### config.mk
export PLATFORM = sky130hd
export DESIGN_NAME = bsl_top
export DESIGN_NICKNAME = d
export VERILOG_FILES = /design/src/hdl/bsl_pkg.sv /design/src/hdl/bsl_cfg_if.sv /design/src/hdl/bsl_sync.sv /design/src/hdl/bsl_decode.sv /design/src/hdl/bsl_top.sv
export SDC_FILE = /design/constraint.sdc
export NUM_CORES = 1
export LEC_CHECK = 0
export BUFFER_PORTS_ARGS = -buffer_cell sky130_fd_sc_hd__buf_2
export CORE_MARGIN = 2
export CORE_UTILIZATION = 56
export DETAILED_ROUTE_END_ITERATION = 16
export GPL_TIMING_DRIVEN = 0
export PLACE_DENSITY = 0.91
export SYNTH_ARGS = -nofsm -noshare
export SYNTH_HDL_FRONTEND = slang
export SYNTH_SLANG_ARGS = --single-unit
### constraint.sdc
create_clock -name mclk -period 2.9 [get_ports mclk]
set_input_delay 0.29 -clock mclk [delete_from_list [all_inputs] [get_ports mclk]]
set_output_delay 0.29 -clock mclk [all_outputs]
set_load 0.1 [all_outputs]
### src/hdl/bsl_pkg.sv
// shared constants and types for the strap latch
package bsl_pkg;

  // ----------------------------------------------------------------
  // widths
  // ----------------------------------------------------------------
  localparam int STRAP_W = 16;
  localparam int USER_W = 8;
  localparam int ID_W = 3;
  localparam int ADDR_W = 8;
  localparam int DATA_W = 32;
  localparam int CNT_W = 8;

  // ----------------------------------------------------------------
  // strap bit positions
  // ----------------------------------------------------------------
  localparam int BIT_DEBOUNCE = 0;
  localparam int BIT_MGMT_MODE = 3;
  localparam int BIT_ID_LSB = 4;
  localparam int BIT_EEPROM_ABSENT = 7;
  localparam int BIT_MOD_DETECT = 9;
  localparam int BIT_MFG_LOW = 10;
  localparam int BIT_PWR_SAVE = 11;
  localparam int BIT_TMO_RESET = 12;
  localparam logic [15:0] MUST_HIGH_MASK = 16'hE106;

  // status outputs after reset
  localparam int SO_INIT_START = 0;
  localparam int SO_SELFTEST = 1;
  localparam int SO_INIT_DONE = 2;
  localparam int SO_CKSUM_GOOD = 3;

  // ----------------------------------------------------------------
  // register map
  // ----------------------------------------------------------------
  localparam logic [7:0] OFS_CFG = 8'h00;
  localparam logic [7:0] OFS_USER = 8'h04;
  localparam logic [7:0] OFS_STAT = 8'h08;
  localparam logic [7:0] OFS_CTRL = 8'h0C;
  localparam int CTRL_STAT_DRV = 0;
  localparam int STAT_VALID = 0;
  localparam int STAT_FAULT_HI = 1;
  localparam int STAT_FAULT_LO = 2;
  localparam int STAT_SAMPLING = 3;

  // ----------------------------------------------------------------
  // reset values and timing
  // ----------------------------------------------------------------
  localparam logic [15:0] STRAP_RST = 16'h0000;
  localparam logic [7:0] USER_RST = 8'h00;
  localparam logic CTRL_DRV_RST = 1'b1;
  localparam int CLK_PERIOD_NS = 50;
  localparam int SETTLE_NS = 500;
  localparam int SETTLE_RAW = (SETTLE_NS + CLK_PERIOD_NS - 1) / CLK_PERIOD_NS;
  localparam int SETTLE_CYC = (SETTLE_RAW < 1) ? 1 : SETTLE_RAW;

  typedef enum logic [1:0] {BSL_ST_HOLD, BSL_ST_SETTLE, BSL_ST_RUN} bsl_state_t;

endpackage

### src/hdl/bsl_cfg_if.sv
// decoded strap configuration passed between latch and decoder
`timescale 1ns/1ps
interface bsl_cfg_if;
  logic [15:0] raw;
  logic debounce_en;
  logic mgmt_unmanaged;
  logic [2:0] device_id;
  logic eeprom_absent;
  logic module_detect_en;
  logic mac_power_save_en;
  logic timeout_reset_en;
  logic fault_high;
  logic fault_low;
  modport decoder (input raw, output debounce_en, mgmt_unmanaged, device_id, eeprom_absent,
    module_detect_en, mac_power_save_en, timeout_reset_en, fault_high, fault_low);
  modport user (output raw, input debounce_en, mgmt_unmanaged, device_id, eeprom_absent,
    module_detect_en, mac_power_save_en, timeout_reset_en, fault_high, fault_low);
endinterface

### src/hdl/bsl_sync.sv
// three-stage pin synchroniser with agreement filter
`timescale 1ns/1ps
module bsl_sync #(
  parameter int WIDTH = 1,
  parameter logic [WIDTH-1:0] RST_VAL = '0
) (
  // clock and reset
  input wire logic mclk,
  input wire logic rst_n,
  // pins and filtered result
  input wire logic [WIDTH-1:0] din,
  output logic [WIDTH-1:0] dout
);
  logic [WIDTH-1:0] s1_ff;
  logic [WIDTH-1:0] s2_ff;
  logic [WIDTH-1:0] s3_ff;

  generate
    if (WIDTH < 1) begin : g_chk
      $error("bsl_sync width must be at least one");
    end
  endgenerate

  always_ff @(posedge mclk or negedge rst_n) begin
    if (!rst_n) begin
      s1_ff <= RST_VAL;
      s2_ff <= RST_VAL;
      s3_ff <= RST_VAL;
      dout <= RST_VAL;
    end else begin
      s1_ff <= din;
      s2_ff <= s1_ff;
      s3_ff <= s2_ff;
      // a bit moves only once stages two and three agree
      dout <= (s2_ff & s3_ff) | (dout & (s2_ff ^ s3_ff));
    end
  end
endmodule

### src/hdl/bsl_decode.sv
// strap word to configuration field decoder
`timescale 1ns/1ps
module bsl_decode
  import bsl_pkg::*;
(
  // captured straps in, fields out
  bsl_cfg_if.decoder cfg
);
  // a pulled-up strap reads as one, pulled-down as zero, no inversion
  assign cfg.debounce_en = cfg.raw[BIT_DEBOUNCE];
  assign cfg.mgmt_unmanaged = cfg.raw[BIT_MGMT_MODE];
  assign cfg.device_id = cfg.raw[BIT_ID_LSB +: ID_W];
  assign cfg.eeprom_absent = cfg.raw[BIT_EEPROM_ABSENT];
  assign cfg.module_detect_en = cfg.raw[BIT_MOD_DETECT];
  assign cfg.mac_power_save_en = cfg.raw[BIT_PWR_SAVE];
  assign cfg.timeout_reset_en = cfg.raw[BIT_TMO_RESET];
  // board strapping faults are only reported, never acted on
  assign cfg.fault_high = (cfg.raw & MUST_HIGH_MASK) != MUST_HIGH_MASK;
  assign cfg.fault_low = cfg.raw[BIT_MFG_LOW];
endmodule

### src/hdl/bsl_top.sv
// strap latch: samples configuration pins during reset and holds them
// Function
// - straps and transmit-enable pins are sampled only while reset is in progress
// - a strap sampled high means one, sampled low means zero
// - strap bit 0 high enables strobe debounce, low disables it
// - strap bit 3 low selects lightly managed, high selects unmanaged serial
// - strap bits 6 to 4 form the three-bit default device identifier
// - strap bit 4 is the identifier's least significant bit
// - strap bit 7 high means no EEPROM fitted, low means fitted
// - strap bit 9 high enables module detection, low disables it
// - strap bit 11 high enables MAC power saving, low disables it
// - strap bit 12 high enables the timeout reset, low disables it
// - eight transmit-enable straps are captured and readable through a readback register
// - after reset strap pins 3 to 0 report checksum, done, self-test, start
//
// Added by the designer: the plain strobed port and the placing of the registers.
`timescale 1ns/1ps
module bsl_top
  import bsl_pkg::*;
#(
  parameter int SETTLE_CYCLES = SETTLE_CYC
) (
  // clock and reset
  input wire logic mclk,
  input wire logic rst_n,
  // reset pin from the board
  input wire logic reset_input_n,
  // strap and status pins
  input wire logic [STRAP_W-1:0] strap_status_bus_i,
  output logic [STRAP_W-1:0] strap_status_bus_o,
  output logic strap_status_bus_oe,
  // per-port transmit enable pins
  input wire logic [USER_W-1:0] port_transmit_enable_i,
  output logic [USER_W-1:0] port_transmit_enable_o,
  output logic port_transmit_enable_oe,
  // transmit enables from the MACs
  input wire logic [USER_W-1:0] mac_txen,
  // status from the switch core
  input wire logic init_started,
  input wire logic selftest_busy,
  input wire logic init_done,
  input wire logic cksum_good,
  // register port
  input wire logic [ADDR_W-1:0] reg_addr,
  input wire logic [DATA_W-1:0] reg_wdata,
  input wire logic reg_wr,
  input wire logic reg_rd,
  output logic [DATA_W-1:0] reg_rdata,
  // configuration outputs
  output logic cfg_valid,
  output logic debounce_en,
  output logic mgmt_unmanaged,
  output logic [ID_W-1:0] device_id,
  output logic eeprom_absent,
  output logic module_detect_en,
  output logic mac_power_save_en,
  output logic timeout_reset_en,
  output logic [USER_W-1:0] user_strap
);

  // ----------------------------------------------------------------
  // elaboration checks
  // ----------------------------------------------------------------
  generate
    if (SETTLE_CYCLES < 1 || SETTLE_CYCLES >= (1 << CNT_W)) begin : g_chk
      $error("settle count out of counter range");
    end
  endgenerate

  localparam logic [CNT_W-1:0] SETTLE_LAST = CNT_W'(SETTLE_CYCLES - 1);
  localparam int PIN_W = STRAP_W + USER_W + 1;

  // ----------------------------------------------------------------
  // pin synchronisers
  // ----------------------------------------------------------------
  logic [PIN_W-1:0] pins_s;
  logic [STRAP_W-1:0] strap_s;
  logic [USER_W-1:0] txen_s;
  logic rstpin_s;

  bsl_sync #(
    .WIDTH(PIN_W),
    .RST_VAL('0)
  ) u_sync (
    .mclk(mclk),
    .rst_n(rst_n),
    .din({reset_input_n, port_transmit_enable_i, strap_status_bus_i}),
    .dout(pins_s)
  );

  assign strap_s = pins_s[STRAP_W-1:0];
  assign txen_s = pins_s[STRAP_W +: USER_W];
  assign rstpin_s = pins_s[PIN_W-1];

  // ----------------------------------------------------------------
  // sequencing
  // ----------------------------------------------------------------
  bsl_state_t state_ff;
  bsl_state_t nxt_state;
  logic [CNT_W-1:0] cnt_ff;
  logic capture;

  // capture once the pins have settled for the full window
  assign capture = (state_ff == BSL_ST_SETTLE) && rstpin_s && (cnt_ff == SETTLE_LAST);

  always_comb begin
    nxt_state = state_ff;
    case (state_ff)
      BSL_ST_HOLD: begin
        if (rstpin_s) begin
          nxt_state = BSL_ST_SETTLE;
        end
      end
      BSL_ST_SETTLE: begin
        if (!rstpin_s) begin
          nxt_state = BSL_ST_HOLD;
        end else if (capture) begin
          nxt_state = BSL_ST_RUN;
        end
      end
      BSL_ST_RUN: begin
        // a new reset pulse on the pin reopens the sampling window
        if (!rstpin_s) begin
          nxt_state = BSL_ST_HOLD;
        end
      end
      default: begin
        nxt_state = BSL_ST_HOLD;
      end
    endcase
  end

  always_ff @(posedge mclk or negedge rst_n) begin
    if (!rst_n) begin
      state_ff <= BSL_ST_HOLD;
    end else begin
      state_ff <= nxt_state;
    end
  end

  always_ff @(posedge mclk or negedge rst_n) begin
    if (!rst_n) begin
      cnt_ff <= '0;
    end else if (state_ff != BSL_ST_SETTLE || !rstpin_s || capture) begin
      cnt_ff <= '0;
    end else begin
      cnt_ff <= cnt_ff + 1'b1;
    end
  end

  // ----------------------------------------------------------------
  // strap capture
  // ----------------------------------------------------------------
  logic [STRAP_W-1:0] strap_ff;
  logic [USER_W-1:0] user_ff;
  logic valid_ff;

  // sampled only inside the reset window, held through normal operation
  always_ff @(posedge mclk or negedge rst_n) begin
    if (!rst_n) begin
      strap_ff <= STRAP_RST;
      user_ff <= USER_RST;
    end else if (capture) begin
      strap_ff <= strap_s;
      user_ff <= txen_s;
    end
  end

  always_ff @(posedge mclk or negedge rst_n) begin
    if (!rst_n) begin
      valid_ff <= 1'b0;
    end else if (capture) begin
      valid_ff <= 1'b1;
    end else if (state_ff != BSL_ST_RUN) begin
      valid_ff <= 1'b0;
    end
  end

  bsl_cfg_if u_cfg ();

  assign u_cfg.raw = strap_ff;

  bsl_decode u_dec (
    .cfg(u_cfg)
  );

  assign cfg_valid = valid_ff;
  assign debounce_en = u_cfg.debounce_en;
  assign mgmt_unmanaged = u_cfg.mgmt_unmanaged;
  assign device_id = u_cfg.device_id;
  assign eeprom_absent = u_cfg.eeprom_absent;
  assign module_detect_en = u_cfg.module_detect_en;
  assign mac_power_save_en = u_cfg.mac_power_save_en;
  assign timeout_reset_en = u_cfg.timeout_reset_en;
  assign user_strap = user_ff;

  // ----------------------------------------------------------------
  // pin drive after reset
  // ----------------------------------------------------------------
  logic drv_ff;
  logic [STRAP_W-1:0] so_ff;
  logic so_oe_ff;
  logic [USER_W-1:0] txo_ff;
  logic txo_oe_ff;

  // straps are released while sampling so the board resistors win
  always_ff @(posedge mclk or negedge rst_n) begin
    if (!rst_n) begin
      so_ff <= '0;
      so_oe_ff <= 1'b0;
    end else begin
      so_oe_ff <= (nxt_state == BSL_ST_RUN) && drv_ff;
      so_ff <= '0;
      so_ff[SO_INIT_START] <= init_started;
      so_ff[SO_SELFTEST] <= selftest_busy;
      so_ff[SO_INIT_DONE] <= init_done;
      so_ff[SO_CKSUM_GOOD] <= cksum_good;
    end
  end

  always_ff @(posedge mclk or negedge rst_n) begin
    if (!rst_n) begin
      txo_ff <= '0;
      txo_oe_ff <= 1'b0;
    end else begin
      txo_oe_ff <= (nxt_state == BSL_ST_RUN);
      txo_ff <= (nxt_state == BSL_ST_RUN) ? mac_txen : '0;
    end
  end

  assign strap_status_bus_o = so_ff;
  assign strap_status_bus_oe = so_oe_ff;
  assign port_transmit_enable_o = txo_ff;
  assign port_transmit_enable_oe = txo_oe_ff;

  // ----------------------------------------------------------------
  // register port
  // ----------------------------------------------------------------
  logic [DATA_W-1:0] rdata_ff;

  always_ff @(posedge mclk or negedge rst_n) begin
    if (!rst_n) begin
      drv_ff <= CTRL_DRV_RST;
    end else if (reg_wr && reg_addr == OFS_CTRL) begin
      drv_ff <= reg_wdata[CTRL_STAT_DRV];
    end
  end

  // data stand for one cycle only; unmapped offsets read zero
  always_ff @(posedge mclk or negedge rst_n) begin
    if (!rst_n) begin
      rdata_ff <= '0;
    end else begin
      rdata_ff <= '0;
      if (reg_rd) begin
        case (reg_addr)
          OFS_CFG: rdata_ff <= {{(DATA_W-STRAP_W){1'b0}}, strap_ff};
          OFS_USER: rdata_ff <= {{(DATA_W-USER_W){1'b0}}, user_ff};
          OFS_STAT: begin
            rdata_ff[STAT_VALID] <= valid_ff;
            rdata_ff[STAT_FAULT_HI] <= u_cfg.fault_high;
            rdata_ff[STAT_FAULT_LO] <= u_cfg.fault_low;
            rdata_ff[STAT_SAMPLING] <= (state_ff != BSL_ST_RUN);
          end
          OFS_CTRL: rdata_ff[CTRL_STAT_DRV] <= drv_ff;
          default: rdata_ff <= '0;
        endcase
      end
    end
  end

  assign reg_rdata = rdata_ff;
endmodule

[After elaboration in Yosys (flattened, before gate mapping)]
Index checks and enable logic that the tools add are counted.
Storage, ports and cells
  register bits: 182
  word-level logic and storage cells: 53
  input bits: 81
  output and inout port bits: 76
Cells by class
  $add $sub $neg: 1
  reduce and logical (&&, ||, !) cells: 10
  muxes and demuxes: 13
  bitwise operators: 4
  equal/unequal tests: 10
Operators with widths (count)
  $and A25 B25 Y25: 2
  $or A25 B25 Y25: 1
  $xor A25 B25 Y25: 1
  $eq A8 B4 Y1 const B: 3
  $pmux W12 S2: 1
  $mux W16: 1
  $mux W8: 2
  $pmux W3 S3: 1
  $add A8 B1 Y8 const B: 1
  $eq A8 B3 Y1 const B: 1
  $logic_not A8 Y1: 1
  $mux W2: 4
  $ne A6 B6 Y1 const B: 1
  $pmux W2 S3: 1
  $eq A2 B2 Y1 const B: 2
  $logic_and A1 B1 Y1: 4
  $pmux W1 S4: 1
  $eq A2 B1 Y1 const B: 1
  $logic_not A2 Y1: 1
  $logic_or A1 B1 Y1: 2
  $mux W1: 2
  $ne A2 B1 Y1 const B: 1
  $ne A2 B2 Y1 const B: 1
  $reduce_bool A2 Y1: 1
  $logic_not A1 Y1: 1

[Longest topological paths before layout]
Gate-level depths: netlist of the first run.
  word-level depth: 8
  mapped depth: 6
  mapped depth without buffers: 5

[Cells and area by module]
From an unflattened synthesis of the first run, not the netlist that was laid out.
Unflattened totals
  cells, all modules: 388
  area, all modules: 5915.7 µm²
Modules (own cells, without submodules)
  bsl_sync: times used 1, area an instance 3002.9 µm², cells each 150, sequential area each 2502.4 µm²
  bsl_top: times used 1, area an instance 2824.0 µm², cells each 226, sequential area each 1652.8 µm²
  bsl_decode: times used 1, area an instance 88.8 µm², cells each 12, sequential area each 0.0 µm²

[Worst setup path after synthesis of the first run]
No wires, ideal clock.
  kind: register to register
  start point: register cnt_ff[4]
  end point: register cnt_ff[2]
  cell stages (with the launch flop): 4
  period minus slack after synthesis: 1.586 ns
  slack: 1.314 ns
  arrival: 1.446 ns
  path buffers: 0
  data required time: 2.760 ns
  library setup time: 0.140 ns
  cells stage by stage: dfrtp_1 > or4_1 > o211ai_1 > nor2_1
Between the ends
  word-level cells in the longest chain between the ends: 4
RTL lines
  start: declaration: line bsl_top.sv:100  | logic [CNT_W-1:0] cnt_ff;
  start signal: assignment: line bsl_top.sv:147  | cnt_ff <= cnt_ff + 1'b1;
  $eq A8 B4 Y1: line bsl_top.sv:104  | assign capture = (state_ff == BSL_ST_SETTLE) && rstpin_s && (cnt_ff == SETTLE_LAST);
  $logic_and A1 B1 Y1: line bsl_top.sv:104
  $logic_or A1 B1 Y1: line bsl_top.sv:144  | end else if (state_ff != BSL_ST_SETTLE || !rstpin_s || capture) begin
  $mux W8: line bsl_top.sv:144
No other way between the ends.
A chain may end at the register's enable or synchronous reset.

[Final worst setup path of the first run]
  start point: register cnt_ff[4]
  end point: register cnt_ff[3]
The elaborated chain is that of the path after synthesis.

==> results of run 1 <==
kinds of logic (layout without fill, tap and decap cells):
group / after synthesis / after routing
flip-flops: 166 / 166
adder cells (fa/ha/maj): 27 / 27
buffers and inverters: 39 / 205
other: 1 / 28
AO/OA/AOI/OAI: 38 / 38
multiplexers: 33 / 33
AND/OR/NAND/NOR: 70 / 70
XOR/XNOR: 3 / 3
layout by cell type, fill, tap and decap left out, types with 2 or more instances in the layout:
cell             n
buf_4           31
clkinv_2         3
a21oi_1          5
nor3b_1          8
dlygate4sd3_1   36
nand4b_1         2
nand3_1          5
o21ai_0          4
buf_6            4
or2_2            2
or3_1            3
clkbuf_1         2
clkbuf_8         3
ha_1            27
bufinv_16        2
inv_6            3
nor4_1           2
mux2_2          25
conb_1          28
mux2i_1          7
nor2b_1          6
clkbuf_16       16
nor2_1          20
xor2_1           2
clkinvlp_4       3
buf_16           2
dfrtp_1        165
nand4_1          2
nand2_1         15
a21o_1          25
buf_2           96
synth_stat cells (all sizes together) (3+ instances only):
master / instances
a21o: 25
dfrtp: 165
nor2b: 6
or3: 3
nand2: 15
nor2: 20
a21oi: 5
buf: 36
o21ai: 4
mux2: 25
nor3b: 8
ha: 27
mux2i: 7
nand3: 6
metal layers:
metal  GRT usage (%)  vias to the layer above
met5               0                        -
met4            8.93                        0
met3            5.33                       23
met2            34.2                      112
met1            24.0                     1672
li1                -                     1593
flip-flops by register name, indices dropped and copies added, names as in the netlist:
register / count
u_sync.dout: 25
u_sync.s1_ff: 25
u_sync.s2_ff: 25
u_sync.s3_ff: 25
reg_rdata: 16
strap_ff: 16
cnt_ff: 8
port_transmit_enable_o: 8
user_strap: 8
strap_status_bus_o: 4
state_ff: 2
cfg_valid: 1
drv_ff: 1
port_transmit_enable_oe: 1
strap_status_bus_oe: 1
path summary, 6_finish.rpt:
path	start	endpoint
min in group asynchronous	rst_n	u_sync.s1_ff[16]
hold reg to reg	u_sync.s1_ff[3]	u_sync.s2_ff[3]
max in group asynchronous	rst_n	u_sync.s2_ff[4]
setup reg to reg	cnt_ff[4]	cnt_ff[3]
setup / recovery	cnt_ff[4]	cnt_ff[3]
hold / removal	mac_txen[5]	port_transmit_enable_o[5]
area by class of cell:
cell class                      count  area share (%)
Clock inverter                     13            1.90
Tap cell                          136            2.25
Sequential cell                   166            54.8
Timing Repair Buffer              134            11.9
Buffer                             38            3.73
Multi-Input combinational cell    199            19.5
Inverter                            1          0.0495
Clock buffer                       19            5.83
worst max-delay path: stages, from the launching register on:
cell and delay (ns):
dfrtp_1 0.44, or4_1 0.60, o211ai_1 0.55, nor2_1 0.11
per-stage QoR:
stage,util (%),hold WS [ns],cell area [um^2],setup WS [ns],power [W]
2_1_floorplan,-,-0.00559,5920,1.31,0.00278
3_3_place_gp,64.5,0.331,6570,-0.710,0.00288
3_5_place_dp,65.1,0.0701,6630,0.995,0.00291
4_1_cts,74.4,0.00466,7580,1.05,0.00512
5_1_grt,74.4,0.0178,7580,0.933,0.00527
6_report,74.4,0.0159,7580,1.04,0.00508
report_power, final:
| part | leakage [nW] | switching [W] | internal, W |
|---|---|---|---|
| clock network | 0.283 | 0.000896 | 0.00128 |
| logic | 1.62 | 0.000294 | 0.000144 |
| registers | 2.09 | 0.0000472 | 0.00242 |
==> metrics.csv, run 1 <==
metric;value;unit
clk_lat worst skew;0.52;ns
IO Count;157;
layout cells sized above 1;34.2;%
total track usage;20.0;%
CP max FO;8;
RSZ-0062 raised after global routing;no;
Max VDD drop;0.475;mV
Post-Synthesis Cell Area;5820;um^2
Register Area;4160;um^2
min cycle time layout;1.86;ns
Longest Clk Path Bufs;2;
cts hold-fix bufs;36;
Worst Setup End Kind;flip-flop;
area grow syn2layout;30.2;%
largest net degree at the start of global routing;108;
Synth cell types;37;
met1 WL;4.08;mm
Die Ht;106;um
Hold Path Class;primary input to flip-flop;
Slew HR;59.0;%
post-synthesis mux area share;6.43;%
final setup vio count;0;
clock buffer count from CTS;17;
post-DP HPWL;6.59;mm
DP Cell Count;638;
initial antenna violation count;0;
Yosys reg bits;166;
R2R Setup Slk;1.04;ns
worst clock skew;0.0104;ns
drt drc;0;
max cap viols;0;
met3 WL;497;um
synthesized area per cell;15.4;um^2
Pwr Density;670;nW/um^2
Post-Synthesis Cells;377;
first-pass iteration count of the detailed router;4;
Hold Vio Cnt, Final;0;
Synth area leaders;dfrtp_1 (71%), ha_1 (5.8%), mux2_2 (4.8%);
post-synthesis sequential area ratio;71.4;%
Routed WL;10.2;mm
setup TNS;0;ns
DR vias/cell;4.82;
DR WL/cell;14.5;um
Post-Synth Adder-Cell Area;5.81;%
met2 wire len;5.37;mm
final max-slew violation count;0;
Synth Area in XOR/XNOR;0.452;%
area leader, netlist;dfrtp_1;
GP Congestion;0.743;
Die W;106;um
CTS tree;built;
number of global-route vias before repair;3559;
IO Port Bufs;96;
htree depth;4;
share of the synthesized area in compound gates (AO/OA/AOI/OAI);4.56;%
R2R depth;3;
post-cts sizing count;0;
clock-pin transition on the worst setup and hold timing paths;0.07;ns
YS warnings;0;
# diodes;0;
Top Metal Used;met4;
starting density of the core;57.1;%
clk root buf;clkbuf_8;
Critical Path AT;2.23;ns
hold depth;3;
CP required;3.27;ns
core area;10200;um^2
Post-synth EDFFs;0;
global-route wire length before repair;17.0;mm
fmax;537;MHz
Layout Nets;665;
largest family of logic cells by synthesized area;multiplexers;
DIE AREA;11200;um^2
Rows;37;
Setup Fix Bufs, Post-CTS;0;
Primary FF master, synth;dfrtp_1;
initial drt markers;114;
post-synthesis async set-or-reset flop share;100;%
GRT overflow;0;
Via Count;3400;
leakage;3.99;nW
CP Class;flip-flop to flip-flop;
final period utilization;64.2;%
outcome;completed;
final antenna-violating net count;0;
Slew @ Worst Pin;0.613;ns
area of the multi-input gates;1480;um^2
Clock Sinks;166;
CP Launch Type;flip-flop;
final std cells w/o fill;706;
post-synth top area share;71.0;%
Post-Synth Simple-Gate Area;6.32;%
Fillers;648;
(Power assumes the default switching activity.)
==> inputs of run 2 (changes only) <==
CORE_UTILIZATION = 47   (was 56)
PLACE_DENSITY = 0.83   (was 0.91)
clock period = 1.6 ns   (was 2.9 ns; I/O delays follow)
==> metrics.csv, run 2 (synthesized netlist as in run 1, its figures left out) <==
metric;value;unit;change
outcome;finished with violations;;
failing checks;negative setup slack;;
Hold Vio Cnt, Final;0;;unchanged
CP max FO;6;;-2
CTS tree;built;;
global-route wire length before repair;17.4;mm;+2.7%
DP Cell Count;669;;+4.9%
Hold Path Class;primary input to flip-flop;;
min cycle time layout;1.77;ns;-0.0876 ns
final std cells w/o fill;753;;+6.7%
first-pass iteration count of the detailed router;4;;unchanged
Via Count;3491;;+2.7%
DIE AREA;13300;um^2;+18%
Critical Path AT;2.09;ns;-0.14 ns
Slew HR;53.2;%;-5.8 points
GRT overflow;0;;unchanged
final setup vio count;34;;+34
htree depth;4;;unchanged
number of global-route vias before repair;3641;;+2.3%
initial antenna violation count;0;;unchanged
Worst Setup End Kind;flip-flop;;
post-DP HPWL;6.84;mm;+3.8%
Die Ht;115;um;+8.8%
max cap viols;0;;unchanged
initial drt markers;134;;+18%
hold depth;3;;unchanged
IO Count;157;;unchanged
pre-CTS setup slack;-0.310;ns;-1.30 ns
clock-pin transition on the worst setup and hold timing paths;0.06;ns;about the same
final setup margin;-0.174;ns;-1.21 ns
# diodes;0;;unchanged
leakage;4.10;nW;+2.8%
area grow syn2layout;36.2;%;
Longest Clk Path Bufs;2;;unchanged
fmax;564;MHz;+4.9%
Slew @ Worst Pin;0.702;ns;+0.0891 ns
clk root buf;clkbuf_16;;
Routed WL;11.0;mm;+7.6%
Worst Hold Endpoint;reg_rdata[8];;
R2R depth;7;;+4
IO Port Bufs;96;;unchanged
area of the multi-input gates;1570;um^2;+6.5%
Clock Sinks;166;;unchanged
Register Area;4160;um^2;about the same
final max-slew violation count;0;;unchanged
Critical R2R Launch;cnt_ff[1];;
Die W;115;um;+8.8%
Pwr Density;1210;nW/um^2;+81%
Max VDD drop;0.881;mV;+85%
reg2reg end;strap_ff[14];;
CP Launch Type;flip-flop;;
total track usage;17.9;%;-2.1 points
Rows;40;;+8.1%
drt drc;0;;unchanged
largest net degree at the start of global routing;109;;+0.93%
worst hold start;reg_rd;;
clock buffer count from CTS;17;;unchanged
final antenna-violating net count;0;;unchanged
Fillers;859;;+33%
DR vias/cell;4.64;;-3.7%
final period utilization;111;%;+47 points
CP Class;flip-flop to flip-flop;;
GP Congestion;0.735;;-1.1%
RSZ-0062 raised after global routing;yes;;
CP required;1.91;ns;-1.36 ns
clk_lat worst skew;0.42;ns;-0.10 ns
DR WL/cell;14.6;um;+0.85%
layout cells sized above 1;37.9;%;+3.7 points
core area;12100;um^2;+18%
most common cell after layout, fill and taps aside;dfrtp_1;;
R2R Setup Slk;-0.17;ns;-1.21 ns
starting density of the core;48.2;%;-8.9 points
worst clock skew;0.0114;ns;+0.00107 ns
most frequent cells in the layout;dfrtp_1 (163), buf_2 (96), buf_4 (41);;
Layout Nets;680;;+2.3%
-- run 2: changes by cell type in the layout (fill, tap and decap cells not counted), sizes merged --
| cell | delta |
|---|---|
| buf | +12 |
| bufinv | +2 |
| clkinv | -2 |
| clkinvlp | +2 |
| dlygate4sd3 | +3 |
| inv | -2 |
-- run 2: worst max-delay path by stage --
stage | from | to
finish | cnt_ff[1] | strap_ff[14]
global route | cnt_ff[1] | strap_ff[14]
CTS | cnt_ff[1] | strap_ff[14]
detailed placement | cnt_ff[4] | strap_ff[4]
global placement | rst_n | u_sync.s1_ff[11]
floorplan | cnt_ff[4] | cnt_ff[2]
-- run 2: worst max-delay path, stage by stage, from the launching register on --
cell and delay (ns):
dfrtp_1 0.39, inv_1 0.06, ha_2 0.19, and4b_2 0.29, nand3_4 0.16, buf_12 0.19, buf_16 0.13, mux2_2 0.26
-- run 2: per-stage QoR --
stage | util, % | hold WS [ns] | setup TNS, ns | cell area, um^2 | power (W)
final | 65.7 | 0.0734 | -2.53 | 7920 | 0.00962
after global routing | 65.7 | 0.0939 | -3.59 | 7920 | 0.0100
after CTS | 64.9 | 0.0519 | -0.805 | 7830 | 0.00973
after detailed placement | 55.1 | 0.167 | -9.59 | 6640 | 0.00527
after global placement | 54.8 | 0.267 | -325.11 | 6610 | 0.00522
after floorplan | - | -0.136 | 0 | 5920 | 0.00504
-- run 2: cell type report --
type | count | share of cell area [%]
flip-flops and latches | 166 | 52.5
multi-input cells | 199 | 19.9
repair buffers | 150 | 13.3
clock buffers | 19 | 5.72
plain buffers | 37 | 3.54
well taps | 168 | 2.65
clock inverters | 13 | 2.46
inverters | 1 | 0.0474
-- run 2: repair_timing --
| action | 4_1_cts | 5_1_grt |
|---|---|---|
| setup endpoints to repair | 43 | 33 |
| hold buffers | 39 | 0 |
| gates resized for setup | 12 | 22 |
| buffers inserted | 8 | 4 |
| cloned | 1 | 1 |
| pin swaps | 3 | 11 |
| hold endpoints to repair | 95 | 0 |
-- run 2: power breakdown --
part           leakage, nW  internal (W)  switching, W
sequential            2.08       0.00438     0.0000855
combinational         1.72      0.000270      0.000548
clock                0.300       0.00271       0.00162
total                 4.10       0.00736       0.00226
-- run 2: routing by layer --
metal | up-vias | share of wire (%) | GRT usage, %
li1 | 1624 | - | -
met1 | 1739 | 40 | 20.0
met2 | 110 | 53 | 30.6
met3 | 18 | 5.4 | 6.27
met4 | 0 | 1.7 | 8.67
met5 | - | 0 | 0
==> inputs of run 3 (changes only) <==
PLACE_DENSITY = default   (was 0.83)
PLACE_DENSITY_LB_ADDON = 0.08   (was default)
==> metrics.csv, run 3 (synthesized netlist as in run 1, its figures left out) <==
metric;value;unit;change
Fillers;937;;+9.1%
Longest Clk Path Bufs;2;;unchanged
total power;0.00934;W;-2.9%
GRT overflow;0;;unchanged
CTS tree;built;;
clk_lat worst skew;0.41;ns;about the same
RSZ-0062 raised after global routing;yes;;
Hold Vio Cnt, Final;0;;unchanged
max cap viols;0;;unchanged
slowest CP cell;dfrtp_2;;
met3 WL;400;um;-33%
leakage;4.03;nW;-1.8%
post-DP HPWL;6.35;mm;-7.1%
clk root buf;clkbuf_16;;
IO Count;157;;unchanged
most common cell after layout, fill and taps aside;dfrtp_1;;
outcome;finished with violations;;
CP delay by family, top;simple AND/OR/NAND/NOR gates;;
buffers and inverters on the worst path;1;;-2
Hold Path Class;primary input to flip-flop;;
IO Port Bufs;96;;unchanged
CP Launch Type;flip-flop;;
final setup vio count;29;;-15%
Top Metal Used;met4;;
DIE AREA;13300;um^2;unchanged
final max-slew violation count;0;;unchanged
fmax;615;MHz;+9.1%
number of global-route vias before repair;3391;;-6.9%
total track usage;16.4;%;-1.5 points
core area;12100;um^2;unchanged
Die W;115;um;unchanged
worst path cell trace;nor4_2 -> nand3_4 -> buf_12 -> mux2_2;;
Clock Sinks;166;;unchanged
largest net degree at the start of global routing;86;;-21%
CP required;1.89;ns;-0.02 ns
htree depth;4;;unchanged
DP Cell Count;669;;unchanged
final std cells w/o fill;743;;-1.3%
final antenna-violating net count;0;;unchanged
first-pass iteration count of the detailed router;4;;unchanged
failing checks;negative setup slack;;
Worst Setup End Kind;flip-flop;;
Max VDD drop;0.840;mV;-4.6%
DR vias/cell;4.52;;-2.5%
area grow syn2layout;32.8;%;
Routed WL;9.84;mm;-11%
final period utilization;102;%;-9.3 points
Pwr Density;1210;nW/um^2;-0.49%
min cycle time layout;1.63;ns;-0.148 ns
Critical Path AT;1.92;ns;-0.17 ns
most frequent cells in the layout;dfrtp_1 (164), buf_2 (96), dlygate4sd3_1 (39);;
drt drc;0;;unchanged
clock-pin transition on the worst setup and hold timing paths;0.06;ns;about the same
Die Ht;115;um;unchanged
worst clock skew;0.00386;ns;-0.00758 ns
global-route wire length before repair;16.3;mm;-6.2%
CP max FO;10;;+4
Layout Nets;672;;-1.2%
clock buffer count from CTS;17;;unchanged
layout cells sized above 1;35.3;%;-2.6 points
CP Class;flip-flop to flip-flop;;
DR WL/cell;13.2;um;-9.4%
Rows;40;;unchanged
met2 wire len;4.93;mm;-16%
Slew HR;45.3;%;-7.9 points
Critical Path Max Stage Delay;0.43;ns;+0.04 ns
met1 WL;4.36;mm;+0.14%
Slew @ Worst Pin;0.820;ns;+0.119 ns
# diodes;0;;unchanged
final setup margin;-0.0258;ns;+0.148 ns
initial antenna violation count;0;;unchanged
initial drt markers;105;;-22%
Via Count;3359;;-3.8%
starting density of the core;48.2;%;unchanged
GP Congestion;0.703;;-4.4%
-- run 3: final timing paths --
check / from / to / slack (ns) / depth (start not counted)
min: reg_addr[6] / drv_ff / 0.12 / 4
min in group asynchronous: rst_n / port_transmit_enable_o[0] / 0.32 / 2
min reg2reg: u_sync.s1_ff[4] / u_sync.s2_ff[4] / 0.35 / 0
max in group asynchronous: rst_n / u_sync.s3_ff[23] / 0.50 / 3
max reg2reg: cnt_ff[4] / strap_ff[3] / -0.03 / 4
max: cnt_ff[4] / strap_ff[3] / -0.03 / 4
-- run 3: metrics by stage --
stage	cell area, um^2	util [%]	setup TNS (ns)	hold WS, ns	worst slack (ns)
after CTS	7700	63.8	-0.404	0.0969	-0.0317
after global routing	7730	64.1	-1.77	0.116	-0.0672
after floorplan	5920	-	0	-0.136	0.0139
after detailed placement	6650	55.1	-9.10	0.188	-0.275
after global placement	6610	54.8	-340.97	0.268	-2.02
final	7730	64.1	-0.396	0.121	-0.0258
-- run 3: final cells by class --
cell class / instances / area [um^2] / area share [%]
clock buffers: 22 / 484 / 6.27
repair buffers: 141 / 946 / 12.2
inverters: 1 / 3.75 / 0.0486
clock inverters: 8 / 123 / 1.59
multi-input cells: 199 / 1500 / 19.5
flip-flops and latches: 166 / 4160 / 53.8
well taps: 168 / 210 / 2.72
plain buffers: 38 / 300 / 3.89
-- run 3: worst min-delay path: stages --
cell and delay [ns]:
buf_2 0.08, nor2_1 0.05, nand3_1 0.07, mux2_2 0.14
-- run 3: repair_timing --
item	4_1_cts	5_1_grt
setup buffers	4	1
gates resized for setup	6	6
endpoints found under the setup margin	43	34
hold endpoints to repair	118	0
pin swaps	3	0
hold buffers	39	0
-- run 3: where the power goes --
| group | total (W) | switching, W | leakage (nW) | internal (W) |
|---|---|---|---|---|
| logic | 0.000790 | 0.000528 | 1.65 | 0.000262 |
| registers | 0.00446 | 0.0000809 | 2.08 | 0.00438 |
| clock network | 0.00408 | 0.00149 | 0.290 | 0.00260 |
| total | 0.00934 | 0.00210 | 4.03 | 0.00724 |
-- run 3: layer usage --
metal,vias up,track usage (%)
li1,1599,-
met1,1657,21.2
met2,91,26.2
met3,12,4.80
met4,0,6.75
met5,-,0
